==> config.mk <==
export PLATFORM = sky130hd
export DESIGN_NAME = oag_top
export DESIGN_NICKNAME = d
export VERILOG_FILES = /design/src/oag_pkg.sv /design/src/oag_rf_if.sv /design/src/oag_regfile.sv /design/src/oag_top.sv
export SDC_FILE = /design/constraint.sdc
export NUM_CORES = 1
export LEC_CHECK = 0
export BUFFER_PORTS_ARGS = -buffer_cell sky130_fd_sc_hd__buf_2
export CAP_MARGIN = 20
export CORE_UTILIZATION = 55
export CTS_BUF_LIST = sky130_fd_sc_hd__clkbuf_16
export CTS_CLUSTER_DIAMETER = 40
export DETAILED_ROUTE_END_ITERATION = 6
export PLACE_DENSITY = 0.75
export SYNTH_ARGS = -nofsm -noshare
export SYNTH_HDL_FRONTEND = slang
export SYNTH_SLANG_ARGS = --single-unit
export TNS_END_PERCENT = 10
==> constraint.sdc <==
create_clock -name clk_sys -period 4.8 [get_ports clk_sys]
set_clock_uncertainty 0.05 [all_clocks]
set_input_delay 0.48 -clock clk_sys [delete_from_list [all_inputs] [get_ports clk_sys]]
set_output_delay 0.48 -clock clk_sys [all_outputs]
set_load 0.03 [all_outputs]
==> src/oag_pkg.sv <==
// Package for operand address generation: field layout, modes, steps,
// addressing times and the instruction group decoder.
// Assumes a 16-bit word machine with eight general registers.
`default_nettype none

package oag_pkg;

    typedef enum logic [2:0] {
        GRP_SINGLE,
        GRP_DOUBLE,
        GRP_CONTROL,
        GRP_OPERATE,
        GRP_CCODE
    } oag_group_t;

    // Field positions inside the instruction word
    localparam int SRC_LSB = 6;
    localparam int DST_LSB = 0;
    localparam int BYTE_BIT = 15;
    localparam int DEFER_BIT = 0;

    // Addressing kind, held in mode bits 2:1
    localparam logic [1:0] KIND_REG = 2'h0;
    localparam logic [1:0] KIND_AINC = 2'h1;
    localparam logic [1:0] KIND_ADEC = 2'h2;
    localparam logic [1:0] KIND_INDEX = 2'h3;

    localparam logic [2:0] REG_SIX = 3'h6;
    localparam logic [2:0] REG_PC = 3'h7;
    localparam logic [15:0] STEP_WORD = 16'h0002;
    localparam logic [15:0] STEP_BYTE = 16'h0001;
    localparam logic [15:0] RESET_WORD = 16'h0000;

    // Opcode patterns used by the group decoder and the decode in oag_top
    localparam logic [2:0] OPF_NO_DBL = 3'h0;
    localparam logic [2:0] OPF_EXT_DBL = 3'h7;
    localparam logic [2:0] OPF_SUB = 3'h6;
    localparam logic [2:0] OPF_SGL_A = 3'h5;
    localparam logic [2:0] OPF_SGL_B = 3'h6;
    localparam logic [5:0] OPF_SWAB = 6'h03;
    localparam logic [5:0] OPF_JMP = 6'h01;
    localparam logic [5:0] OPF_CALL_TRAP = 6'h04;
    localparam logic [8:0] OPF_RETURN = 9'h010;
    localparam logic [6:0] OPF_CCODE = 7'h05;

    // Addressing time per mode in ns, source and destination
    localparam int unsigned CLK_PERIOD_NS = 4;
    localparam int unsigned SRC_TIME_NS [8] =
        '{0, 900, 900, 2400, 900, 2400, 2400, 3400};
    localparam int unsigned DST_TIME_NS [8] =
        '{0, 2400, 2400, 3400, 2400, 3400, 3400, 4700};

    function automatic int unsigned oag_ns_to_cycles(int unsigned ns);
        return (ns + CLK_PERIOD_NS - 1) / CLK_PERIOD_NS;
    endfunction : oag_ns_to_cycles

    function automatic logic [15:0] oag_addr_cycles(logic [2:0] mode,
                                                    logic dst);
        return 16'(oag_ns_to_cycles(dst ? DST_TIME_NS[mode]
                                        : SRC_TIME_NS[mode]));
    endfunction : oag_addr_cycles

    function automatic oag_group_t oag_decode_group(logic [15:0] w);
        if (w[14:12] != OPF_NO_DBL && w[14:12] != OPF_EXT_DBL)
            return GRP_DOUBLE;
        if (w[14:12] != OPF_NO_DBL)
            return GRP_OPERATE;
        if (w[11:9] == OPF_SGL_A || (w[11:9] == OPF_SGL_B && !w[8]) ||
            (!w[15] && w[11:6] == OPF_SWAB))
            return GRP_SINGLE;
        if (!w[15] && w[11:5] == OPF_CCODE)
            return GRP_CCODE;
        if (w[11:8] != 4'h0 || (!w[15] && (w[11:6] == OPF_JMP ||
            w[11:3] == OPF_RETURN)))
            return GRP_CONTROL;
        return GRP_OPERATE;
    endfunction : oag_decode_group

endpackage : oag_pkg

`default_nettype wire

==> src/oag_rf_if.sv <==
// Interface between the address sequencer and its register file.
// Assumes both ends run on the same clock.
`default_nettype none

interface oag_rf_if;
    logic [2:0] rd_sel;
    logic [15:0] rd_data;
    logic wr_en;
    logic [2:0] wr_sel;
    logic [15:0] wr_data;

    modport ctrl(output rd_sel, output wr_en, output wr_sel,
                 output wr_data, input rd_data);
    modport store(input rd_sel, input wr_en, input wr_sel,
                  input wr_data, output rd_data);
endinterface : oag_rf_if

`default_nettype wire

==> src/oag_regfile.sv <==
// Eight general registers with a registered read port and one write port.
// Assumes the sequencer waits one cycle for read data.
`default_nettype none

module oag_regfile
    import oag_pkg::*;
(
    input wire logic clk_sys,
    input wire logic resetn,
    oag_rf_if.store rf
);

    logic [15:0] regs [8];

    for (genvar i = 0; i < 8; i++) begin : g_reg
        always_ff @(posedge clk_sys) begin
            if (!resetn) begin
                regs[i] <= RESET_WORD;
            end else if (rf.wr_en && rf.wr_sel == 3'(i)) begin
                regs[i] <= rf.wr_data;
            end
        end
    end

    // Read returns the value before a same-cycle write
    always_ff @(posedge clk_sys) begin
        if (!resetn) begin
            rf.rd_data <= RESET_WORD;
        end else begin
            rf.rd_data <= regs[rf.rd_sel];
        end
    end

endmodule : oag_regfile

`default_nettype wire

==> src/oag_top.sv <==
// Operand address generation: decodes an instruction, resolves source and
// destination operand addresses, steps pointer registers, pushes the stack.
// Assumes memory answers on the same clock with a one-cycle read ack.
`default_nettype none

// Function
// - Decode operation, register and addressing mode from each instruction
// - Register mode uses the register itself; results write back there
// - Pointer mode uses register contents as operand address
// - Auto modes step the register forward or backward per reference
// - Index mode adds the following word to the register for the address
// - Calls and traps use register six as hardware stack pointer
// - Single and double operand formats share the same addressing modes
// - Execution time is basic time plus operand addressing time
// - Mode zero adds nothing; other modes add their addressing time
// - Instructions are classed into five groups
// - Mode codes: register, autoincrement, autodecrement, index; low bit defers
// - Deferred auto modes always step by two
// - Program counter modes give immediate, absolute and relative operands
module oag_top
    import oag_pkg::*;
(
    input wire logic clk_sys,
    input wire logic resetn,
    input wire logic instr_valid,
    input wire logic [15:0] instr_word,
    input wire logic [15:0] base_cycles,
    input wire logic wb_en,
    input wire logic [2:0] wb_sel,
    input wire logic [15:0] wb_data,
    input wire logic mem_rd_ack,
    input wire logic [15:0] mem_rd_data,
    output logic instr_ready,
    output logic mem_rd_req,
    output logic [15:0] mem_addr,
    output logic done,
    output oag_group_t group,
    output logic byte_op,
    output logic src_used,
    output logic src_is_reg,
    output logic [2:0] src_reg,
    output logic [15:0] src_addr,
    output logic dst_used,
    output logic dst_is_reg,
    output logic [2:0] dst_reg,
    output logic [15:0] dst_addr,
    output logic stack_used,
    output logic [15:0] stack_addr,
    output logic [15:0] exec_cycles
);

    typedef enum logic [3:0] {
        ST_IDLE, ST_READ, ST_EVAL, ST_PC_READ, ST_IDX_ADDR,
        ST_IDX_WAIT, ST_PTR_WAIT, ST_PUSH_READ, ST_PUSH_EVAL, ST_DONE
    } oag_state_t;

    oag_state_t state;
    logic [15:0] ir;
    logic phase;
    logic [2:0] fld_mode;
    logic [2:0] fld_reg;
    logic [15:0] base_val;
    logic [15:0] exec_q;
    logic accept;
    oag_group_t dec_grp;
    logic dec_src, dec_dst, dec_push, dec_byte;
    logic [15:0] step, dec_val, sum_val;
    logic fld_done, fld_is_reg, go_ptr;
    logic [15:0] fld_addr, ptr_val;

    oag_rf_if rf();

    oag_regfile u_rf (
        .clk_sys(clk_sys),
        .resetn(resetn),
        .rf(rf)
    );

    ////////////////////////////////////////////////////////////////////////
    // Instruction decode

    assign accept = (state == ST_IDLE) && instr_valid;

    always_comb begin
        dec_grp = oag_decode_group(instr_word);
        dec_src = (dec_grp == GRP_DOUBLE);
        // Both formats feed the same 6-bit field layout
        dec_dst = (dec_grp == GRP_DOUBLE) || (dec_grp == GRP_SINGLE) ||
                  (!instr_word[15] && instr_word[11:6] == OPF_JMP) ||
                  (!instr_word[15] && instr_word[14:9] == OPF_CALL_TRAP);
        dec_push = (instr_word[14:9] == OPF_CALL_TRAP);
        dec_byte = instr_word[BYTE_BIT] && ((dec_grp == GRP_SINGLE) ||
                   (dec_grp == GRP_DOUBLE && instr_word[14:12] != OPF_SUB));
    end

    ////////////////////////////////////////////////////////////////////////
    // Operand resolution datapath

    always_comb begin
        // Stack and program counter never go odd, so they step by words
        step = (fld_mode[DEFER_BIT] || !byte_op || fld_reg >= REG_SIX)
               ? STEP_WORD : STEP_BYTE;
        dec_val = rf.rd_data - step;
        sum_val = mem_rd_data + base_val;
        case (state)
            ST_PC_READ: rf.rd_sel = REG_PC;
            ST_PUSH_READ: rf.rd_sel = REG_SIX;
            default: rf.rd_sel = fld_reg;
        endcase
        rf.wr_en = 1'b0;
        rf.wr_sel = fld_reg;
        rf.wr_data = rf.rd_data;
        fld_done = 1'b0;
        fld_is_reg = 1'b0;
        fld_addr = rf.rd_data;
        go_ptr = 1'b0;
        ptr_val = rf.rd_data;
        case (state)
            ST_IDLE: begin
                rf.wr_en = wb_en;
                rf.wr_sel = wb_sel;
                rf.wr_data = wb_data;
            end
            ST_EVAL: begin
                case (fld_mode[2:1])
                    KIND_REG: begin
                        fld_done = 1'b1;
                        fld_is_reg = !fld_mode[DEFER_BIT];
                        if (!fld_mode[DEFER_BIT])
                            fld_addr = {13'h0000, fld_reg};
                    end
                    KIND_AINC: begin
                        rf.wr_en = 1'b1;
                        rf.wr_data = rf.rd_data + step;
                        go_ptr = fld_mode[DEFER_BIT];
                        fld_done = !fld_mode[DEFER_BIT];
                    end
                    KIND_ADEC: begin
                        rf.wr_en = 1'b1;
                        rf.wr_data = dec_val;
                        go_ptr = fld_mode[DEFER_BIT];
                        fld_done = !fld_mode[DEFER_BIT];
                        fld_addr = dec_val;
                        ptr_val = dec_val;
                    end
                    default: ;
                endcase
            end
            ST_IDX_ADDR: begin
                rf.wr_en = 1'b1;
                rf.wr_sel = REG_PC;
                rf.wr_data = rf.rd_data + STEP_WORD;
            end
            ST_IDX_WAIT: begin
                fld_addr = sum_val;
                ptr_val = sum_val;
                go_ptr = mem_rd_ack && fld_mode[DEFER_BIT];
                fld_done = mem_rd_ack && !fld_mode[DEFER_BIT];
            end
            ST_PTR_WAIT: begin
                fld_addr = mem_rd_data;
                fld_done = mem_rd_ack;
            end
            ST_PUSH_EVAL: begin
                rf.wr_en = 1'b1;
                rf.wr_sel = REG_SIX;
                rf.wr_data = rf.rd_data - STEP_WORD;
            end
            default: ;
        endcase
    end

    ////////////////////////////////////////////////////////////////////////
    // Sequencer

    always_ff @(posedge clk_sys) begin
        if (!resetn) begin
            state <= ST_IDLE;
            ir <= RESET_WORD;
            phase <= 1'b0;
            fld_mode <= 3'h0;
            fld_reg <= 3'h0;
            base_val <= RESET_WORD;
            exec_q <= RESET_WORD;
        end else begin
            case (state)
                ST_IDLE: if (accept) begin
                    ir <= instr_word;
                    phase <= !dec_src;
                    fld_mode <= dec_src ? instr_word[SRC_LSB+3 +: 3]
                                        : instr_word[DST_LSB+3 +: 3];
                    fld_reg <= dec_src ? instr_word[SRC_LSB +: 3]
                                       : instr_word[DST_LSB +: 3];
                    exec_q <= base_cycles
                        + (dec_src ? oag_addr_cycles(
                              instr_word[SRC_LSB+3 +: 3], 1'b0) : 16'h0000)
                        + (dec_dst ? oag_addr_cycles(
                              instr_word[DST_LSB+3 +: 3], 1'b1)
                              : 16'h0000);
                    state <= (dec_src || dec_dst) ? ST_READ
                           : (dec_push ? ST_PUSH_READ : ST_DONE);
                end
                ST_READ: state <= ST_EVAL;
                ST_EVAL: if (fld_mode[2:1] == KIND_INDEX) begin
                    base_val <= rf.rd_data;
                    state <= ST_PC_READ;
                end
                ST_PC_READ: state <= ST_IDX_ADDR;
                ST_IDX_ADDR: begin
                    // Relative addressing uses the already advanced counter
                    if (fld_reg == REG_PC)
                        base_val <= rf.rd_data + STEP_WORD;
                    state <= ST_IDX_WAIT;
                end
                ST_PUSH_READ: state <= ST_PUSH_EVAL;
                ST_PUSH_EVAL: state <= ST_DONE;
                ST_DONE: state <= ST_IDLE;
                default: ;
            endcase
            if (go_ptr)
                state <= ST_PTR_WAIT;
            if (fld_done) begin
                if (!phase && dst_used) begin
                    phase <= 1'b1;
                    fld_mode <= ir[DST_LSB+3 +: 3];
                    fld_reg <= ir[DST_LSB +: 3];
                    state <= ST_READ;
                end else begin
                    state <= stack_used ? ST_PUSH_READ : ST_DONE;
                end
            end
        end
    end

    ////////////////////////////////////////////////////////////////////////
    // Memory read port

    always_ff @(posedge clk_sys) begin
        if (!resetn) begin
            mem_rd_req <= 1'b0;
            mem_addr <= RESET_WORD;
        end else if (state == ST_IDX_ADDR) begin
            mem_rd_req <= 1'b1;
            mem_addr <= rf.rd_data;
        end else if (go_ptr) begin
            mem_rd_req <= 1'b1;
            mem_addr <= ptr_val;
        end else if (mem_rd_ack) begin
            mem_rd_req <= 1'b0;
        end
    end

    ////////////////////////////////////////////////////////////////////////
    // Results

    always_ff @(posedge clk_sys) begin
        if (!resetn) begin
            instr_ready <= 1'b1;
            done <= 1'b0;
            group <= GRP_OPERATE;
            byte_op <= 1'b0;
            src_used <= 1'b0;
            dst_used <= 1'b0;
            stack_used <= 1'b0;
            src_is_reg <= 1'b0;
            src_reg <= 3'h0;
            src_addr <= RESET_WORD;
            dst_is_reg <= 1'b0;
            dst_reg <= 3'h0;
            dst_addr <= RESET_WORD;
            stack_addr <= RESET_WORD;
            exec_cycles <= RESET_WORD;
        end else begin
            instr_ready <= (state == ST_DONE) ||
                           (state == ST_IDLE && !instr_valid);
            done <= (state == ST_DONE);
            if (state == ST_DONE)
                exec_cycles <= exec_q;
            if (accept) begin
                group <= dec_grp;
                byte_op <= dec_byte;
                src_used <= dec_src;
                dst_used <= dec_dst;
                stack_used <= dec_push;
            end
            if (fld_done && !phase) begin
                src_is_reg <= fld_is_reg;
                src_reg <= fld_reg;
                src_addr <= fld_addr;
            end
            if (fld_done && phase) begin
                dst_is_reg <= fld_is_reg;
                dst_reg <= fld_reg;
                dst_addr <= fld_addr;
            end
            if (state == ST_PUSH_EVAL)
                stack_addr <= rf.rd_data - STEP_WORD;
        end
    end
endmodule : oag_top

`default_nettype wire

# Yosys cells after proc, flatten, opt, wreduce, memory -nomap -nowiden
# Memory sizes are Yosys's and may differ from the RTL's. A register that Yosys moved wholly into a read port is not among the register bits.
# Index checks and enable logic that the tools add are counted.
# word_totals
regBits	147
mem_bits_rw	128
mem_count	3
mem_bits_ro	512
elab_cells	257
# mem_list
memory	words	width	read_ports	rd_ports_with_merged_regs	write_ports	line_no	rtl
(name not given)	8	32	1	0	0	oag_pkg.sv:59	return 16'(oag_ns_to_cycles(dst ? DST_TIME_NS[mode]
(name not given)	8	32	1	0	0	oag_pkg.sv:60	: SRC_TIME_NS[mode]));
u_rf.regs	8	16	1	1	8	oag_regfile.sv:13	logic [15:0] regs [8];
# classes
n_lt_le_gt_ge	3
n_reduce_logical	59
bitwise	10
n_eq_ne	34
addsub	11
n_mux	113
# op_table
cell	count
16-bit 2-to-1 mux	16
16-bit one-hot mux with 2 select lines	4
18-bit 2-to-1 mux	4
16-bit one-hot mux with 4 select lines	1
3-bit 2-to-1 mux	20
1-bit 2-to-1 mux	51
16-bit adder	3
16-bit one-hot mux with 3 select lines	1
18-bit by 3-bit adder with 18-bit output (second input constant)	2
18-bit by 1-bit subtractor with 18-bit output (second input constant)	2
4-bit 2-to-1 mux	8
4-bit one-hot mux with 8 select lines	1
1-bit logical AND	24
3-bit equality test (second input constant)	7
16-bit by 2-bit adder with 16-bit output	1
16-bit by 2-bit adder with 16-bit output (second input constant)	1
4-bit by 3-bit equality test with 1-bit output (second input constant)	4
16-bit by 2-bit subtractor with 16-bit output	1
16-bit by 2-bit subtractor with 16-bit output (second input constant)	1
1-bit logical OR	12
10-bit nonzero test	1
9-bit by 5-bit equality test with 1-bit output (second input constant)	1
3-bit one-hot mux with 3 select lines	1
4-bit by 2-bit equality test with 1-bit output (second input constant)	2
other kinds (31)	61

# Longest topological paths before layout
# depth
word_depth	29
ltp_mapped	17
mapped_depth_nobuf	17

# Cells and area by module
# A second synthesis with hierarchy kept.
# unflattened
hier_cells	1844
area_unflattened_um2	16862.4
# modules_own_cells
module	instances	area_per_inst_um2	cells_each	seq_area_each_um2
oag_top	1	10528.8	1430	2942.8
oag_regfile	1	6333.6	414	4164.0

# Worst setup path after synthesis
# Ideal clock, no wire load.
# synth_path
kind	in2reg
from	input instr_word[9]
to	register exec_q[13]
path_slack_ns	0.527
setup_time_ns	0.133
t_required_ns	4.617
path_buffers	0
stages	14
arrival_time_ns	4.090
cell_sequence	inv_1 ha_1 nor2b_1 o21a_1 a2111oi_1 or2_2 inv_1 fa_1 ha_1 or3_1 o311ai_0 a21oi_1 xnor2_1 a21oi_1
# synth_via
elab_chain_cells	20
# synth_lines
element	line_no	rtl
start: declaration	oag_top.sv:26	input wire logic [15:0] instr_word,
branches (longest 19 deep; another with memory read 8 x 32 bit)	--	
16-bit adder *	oag_top.sv:197	+ (dec_dst ? oag_addr_cycles(
end signal: assignment	oag_top.sv:194	exec_q <= base_cycles
end: declaration	oag_top.sv:63	logic [15:0] exec_q;
# Mark *: on every way between the ends. The select of a mux whose other input is x is not followed.
# A chain may end at the register's enable or synchronous reset.

==> impl_results.md <==
- Syn avg cell area: between 8 and 9 um^2
- Final Power: about 12 mW
- Initial Util: 56.5%
- CTS Hold Buffers Added: 0
- Mapped Nets: 2022
- Worst Path Required: 5030 ps
- Arr. time, crit path: about 4400 ps
- Gpl congestion: 1.02
- Diodes inserted: 0
- Number of max-cap violations: 0
- VDD IR max: about 0.30 mV
- Internal power: between 6 and 7 mW
- Sw Share: a little under half
- Worst path slowest cell: dfxtp_1
- Worst-path cell chain: or4b_1, clkinv_1, ha_1, a211oi_1, a21oi_1, a311oi_1, buf_4, nor2_1
- Number of global-route vias before repair: roughly 15000
- Setup WS pre-CTS: between 200 and 300 ps
- Logic pwr share: 46.4%
- Top Ports: 170
- Crit end category: register
- Startpoint type of the worst setup path: register
- CP max FO: 20
- GRT busiest layer: met2
- Synth unique cells: between 90 and 100
- I/O Buffers: between 150 and 200
- Count of warnings emitted by yosys: 0
- Post-synth top flop: dfxtp_1
- Final setup vio count: 0
- Max FFs per register: about 130
- Number of clock sinks: ~290
- Setup bufs post-CTS: 0
- Biggest register: u_rf.regs
- Die span in y: roughly 180 um
- Post-route antenna net violation count: 0
- CTS tree: yes
- Synthesized instance count: 1887
- Slew Limit Fails: 0
- Setup Crit Path Kind: reg -> reg
- Total GRT Usage: approximately 36%
- Count leader, synth: nor2_1
- Sum Neg Setup Slack: 0 ps
- Async set-reset flop share out of synthesis: 0%
- Largest net degree at the start of global routing: 73
- PD cells: between 600 and 700 nW/um^2
- Setup ws final: ~650 ps
- Avg Vias per Cell: about 6.5
- Final min period: just over 4000 ps
- H-tree lvl count: 2
- Cell taking the most area after synthesis: edfxtp_1
- Met1 Usage GRT: ~47%
- Clock network power share: between 20% and 30%
- Largest cells by area after synthesis: edfxtp_1 23%, dfxtp_1 19%, a21oi_1 5.3%, nor2_1 4.9%, nand2_1 4.8%
- Total grt overflow: 0
- DRT iter0 DRCs: about 2300
- Final wirelength: between 50 and 60 mm
- Met2 GRT Util: about 57%
- Static Leak: around 7.5 nW
- Outcome: complete, no violations
- Slew HR: 26.0%
- Met3 usage: ~6.4%
- First-pass GRT wire length: approximately 86 mm
- Layout cell share with drive strength beyond 1: a little under a fifth
- Clock transition at path regs: about 60 ps
- Remaining DRCs: 0
- CTS root buf: clkbuf_16
- Sw Pwr: between 5 and 6 mW
- Flop pwr share: 29.9%
- RSZ-0062 raised after global routing: false
- Sequential-to-total area share from yosys stat: between 40% and 50%
- Flops & latches, synth: between 200 and 300
- Hpwl dp: between 30 and 40 mm
- WL/cell: between 20 and 25 um
- Post-CTS sizing: 0
- Hold Slack: 147 ps
- Number of synthesized flops with an enable pin: approximately 130
- Area delta synth->final: 14.9%
- Area share of the largest cell type after synthesis: 22.7%
- Die area: 31500 um^2
- Synth cell count leaders: 220 x nor2_1, 217 x nand2_1, 179 x a21oi_1
- DR pass1 iterations: 6
- Nets: 2145
- Placed Cells: 2357
- Max Buffers Root-to-Sink: 3
- Largest stage delay, worst path: around 900 ps
- Chip Width: 177 um
- Final Instance Count excl. Fillers: 2429
- Worst slew pin tran: around 1100 ps
- Hold Vio Cnt, Final: 0
- Hold Crit Class: in -> reg
- CTS buffer count: 40
- Vias: 15900
- Antenna violations before repair: 0
- Final period utilization: a little under nine tenths
- Skew-Pair Late Insertion Delay: approximately 550 ps
- Post-Syn Area: ~17000 um^2
- Number of core rows: 63
- Fmax: 241 MHz
- Core Area: ~30000 um^2
[power groups by stage]
stage	combinational [mW]	clock, mW	sequential (mW)
2_1_floorplan	3.69	0	3.54
3_3_place_gp	5.30	0	3.59
3_5_place_dp	5.38	0	3.61
4_1_cts	5.43	2.84	3.57
5_1_grt	5.95	2.96	3.63
6_report	5.58	2.83	3.59
[cells by family (layout without fill, tap and decap cells)]
kind of cell	count (synthesis)	count (layout)	share of synthesized area [%]
and+or+nand+nor	689	689	19.0
AOI/OAI and AO/OA	539	539	20.8
DFF	291	291	42.0
buffers and inverters	195	347	4.56
adders and majority gates	64	64	5.25
xor gates and xnor gates	63	63	3.26
muxes	46	46	5.09
[layer usage]
| layer | up-vias | wire length [um] |
|---|---|---|
| li1 | 7195 | - |
| met1 | 7555 | 21900 |
| met2 | 953 | 25800 |
| met3 | 189 | 5730 |
| met4 | 0 | 2430 |
| met5 | - | 0 |
[per-stage QoR]
stage | area (um^2) | util (%)
after floorplan | 16900 | -
final | 19400 | 64.9
after detailed placement | 18200 | 60.6
after global routing | 19400 | 64.9
after global placement | 18200 | 60.6
after CTS | 19400 | 64.9
[path summary, 6_finish.rpt]
check                           cells after the start                   startpoint  slack (ps)                            end
worst max-delay path                                8        state[3]$_SDFFE_PN0P_         650  u_rf.regs[2][1]$_SDFFCE_PN0P_
worst min-delay path                                3                instr_word[1]         150             ir[1]$_SDFFE_PN0P_
worst max register to register                      8        state[3]$_SDFFE_PN0P_         650  u_rf.regs[2][1]$_SDFFCE_PN0P_
worst min register to register                      2  stack_addr[10]$_SDFFE_PN0N_         400    stack_addr[10]$_SDFFE_PN0N_
[layout by cell type, fill, tap and decap left out, drive strengths merged, types with 8 or more instances in the layout]
master and n:
o21ai 106, mux4 32, nor4 19, mux2i 13, clkinv 15, o211ai 15
edfxtp 128, a21o 17, nand3 42, nor2 222, fa 12, o21a 9
or2 12, inv 59, a211o 8, buf 229, clkbuf 40, or3 13
nor3 64, a221oi 17, ha 51, xor2 13, nand2 217, dfxtp 163
a21oi 181, xnor2 50, nand2b 16, a31oi 16, nand4 18, a211oi 64
nor2b 15
[critical path, delay by kind of cell (launching register included)]
family	cells	cell delay (ps)
AOI/OAI and AO/OA	3	1070
DFF	1	890
and+or+nand+nor	2	450
adders and majority gates	1	500
buffers and inverters	2	900
[area by class of cell]
| cell class | count | area [um^2] |
|---|---|---|
| Clock inverter | 31 | 288 |
| Timing Repair Buffer | 229 | 1300 |
| Fill cell | 2466 | 10500 |
| Sequential cell | 291 | 7110 |
| Tap cell | 390 | 488 |
| Inverter | 47 | 178 |
| Multi-Input combinational cell | 1401 | 9090 |
| Clock buffer | 40 | 1000 |
Note: power is estimated with default switching activity, not from simulation.
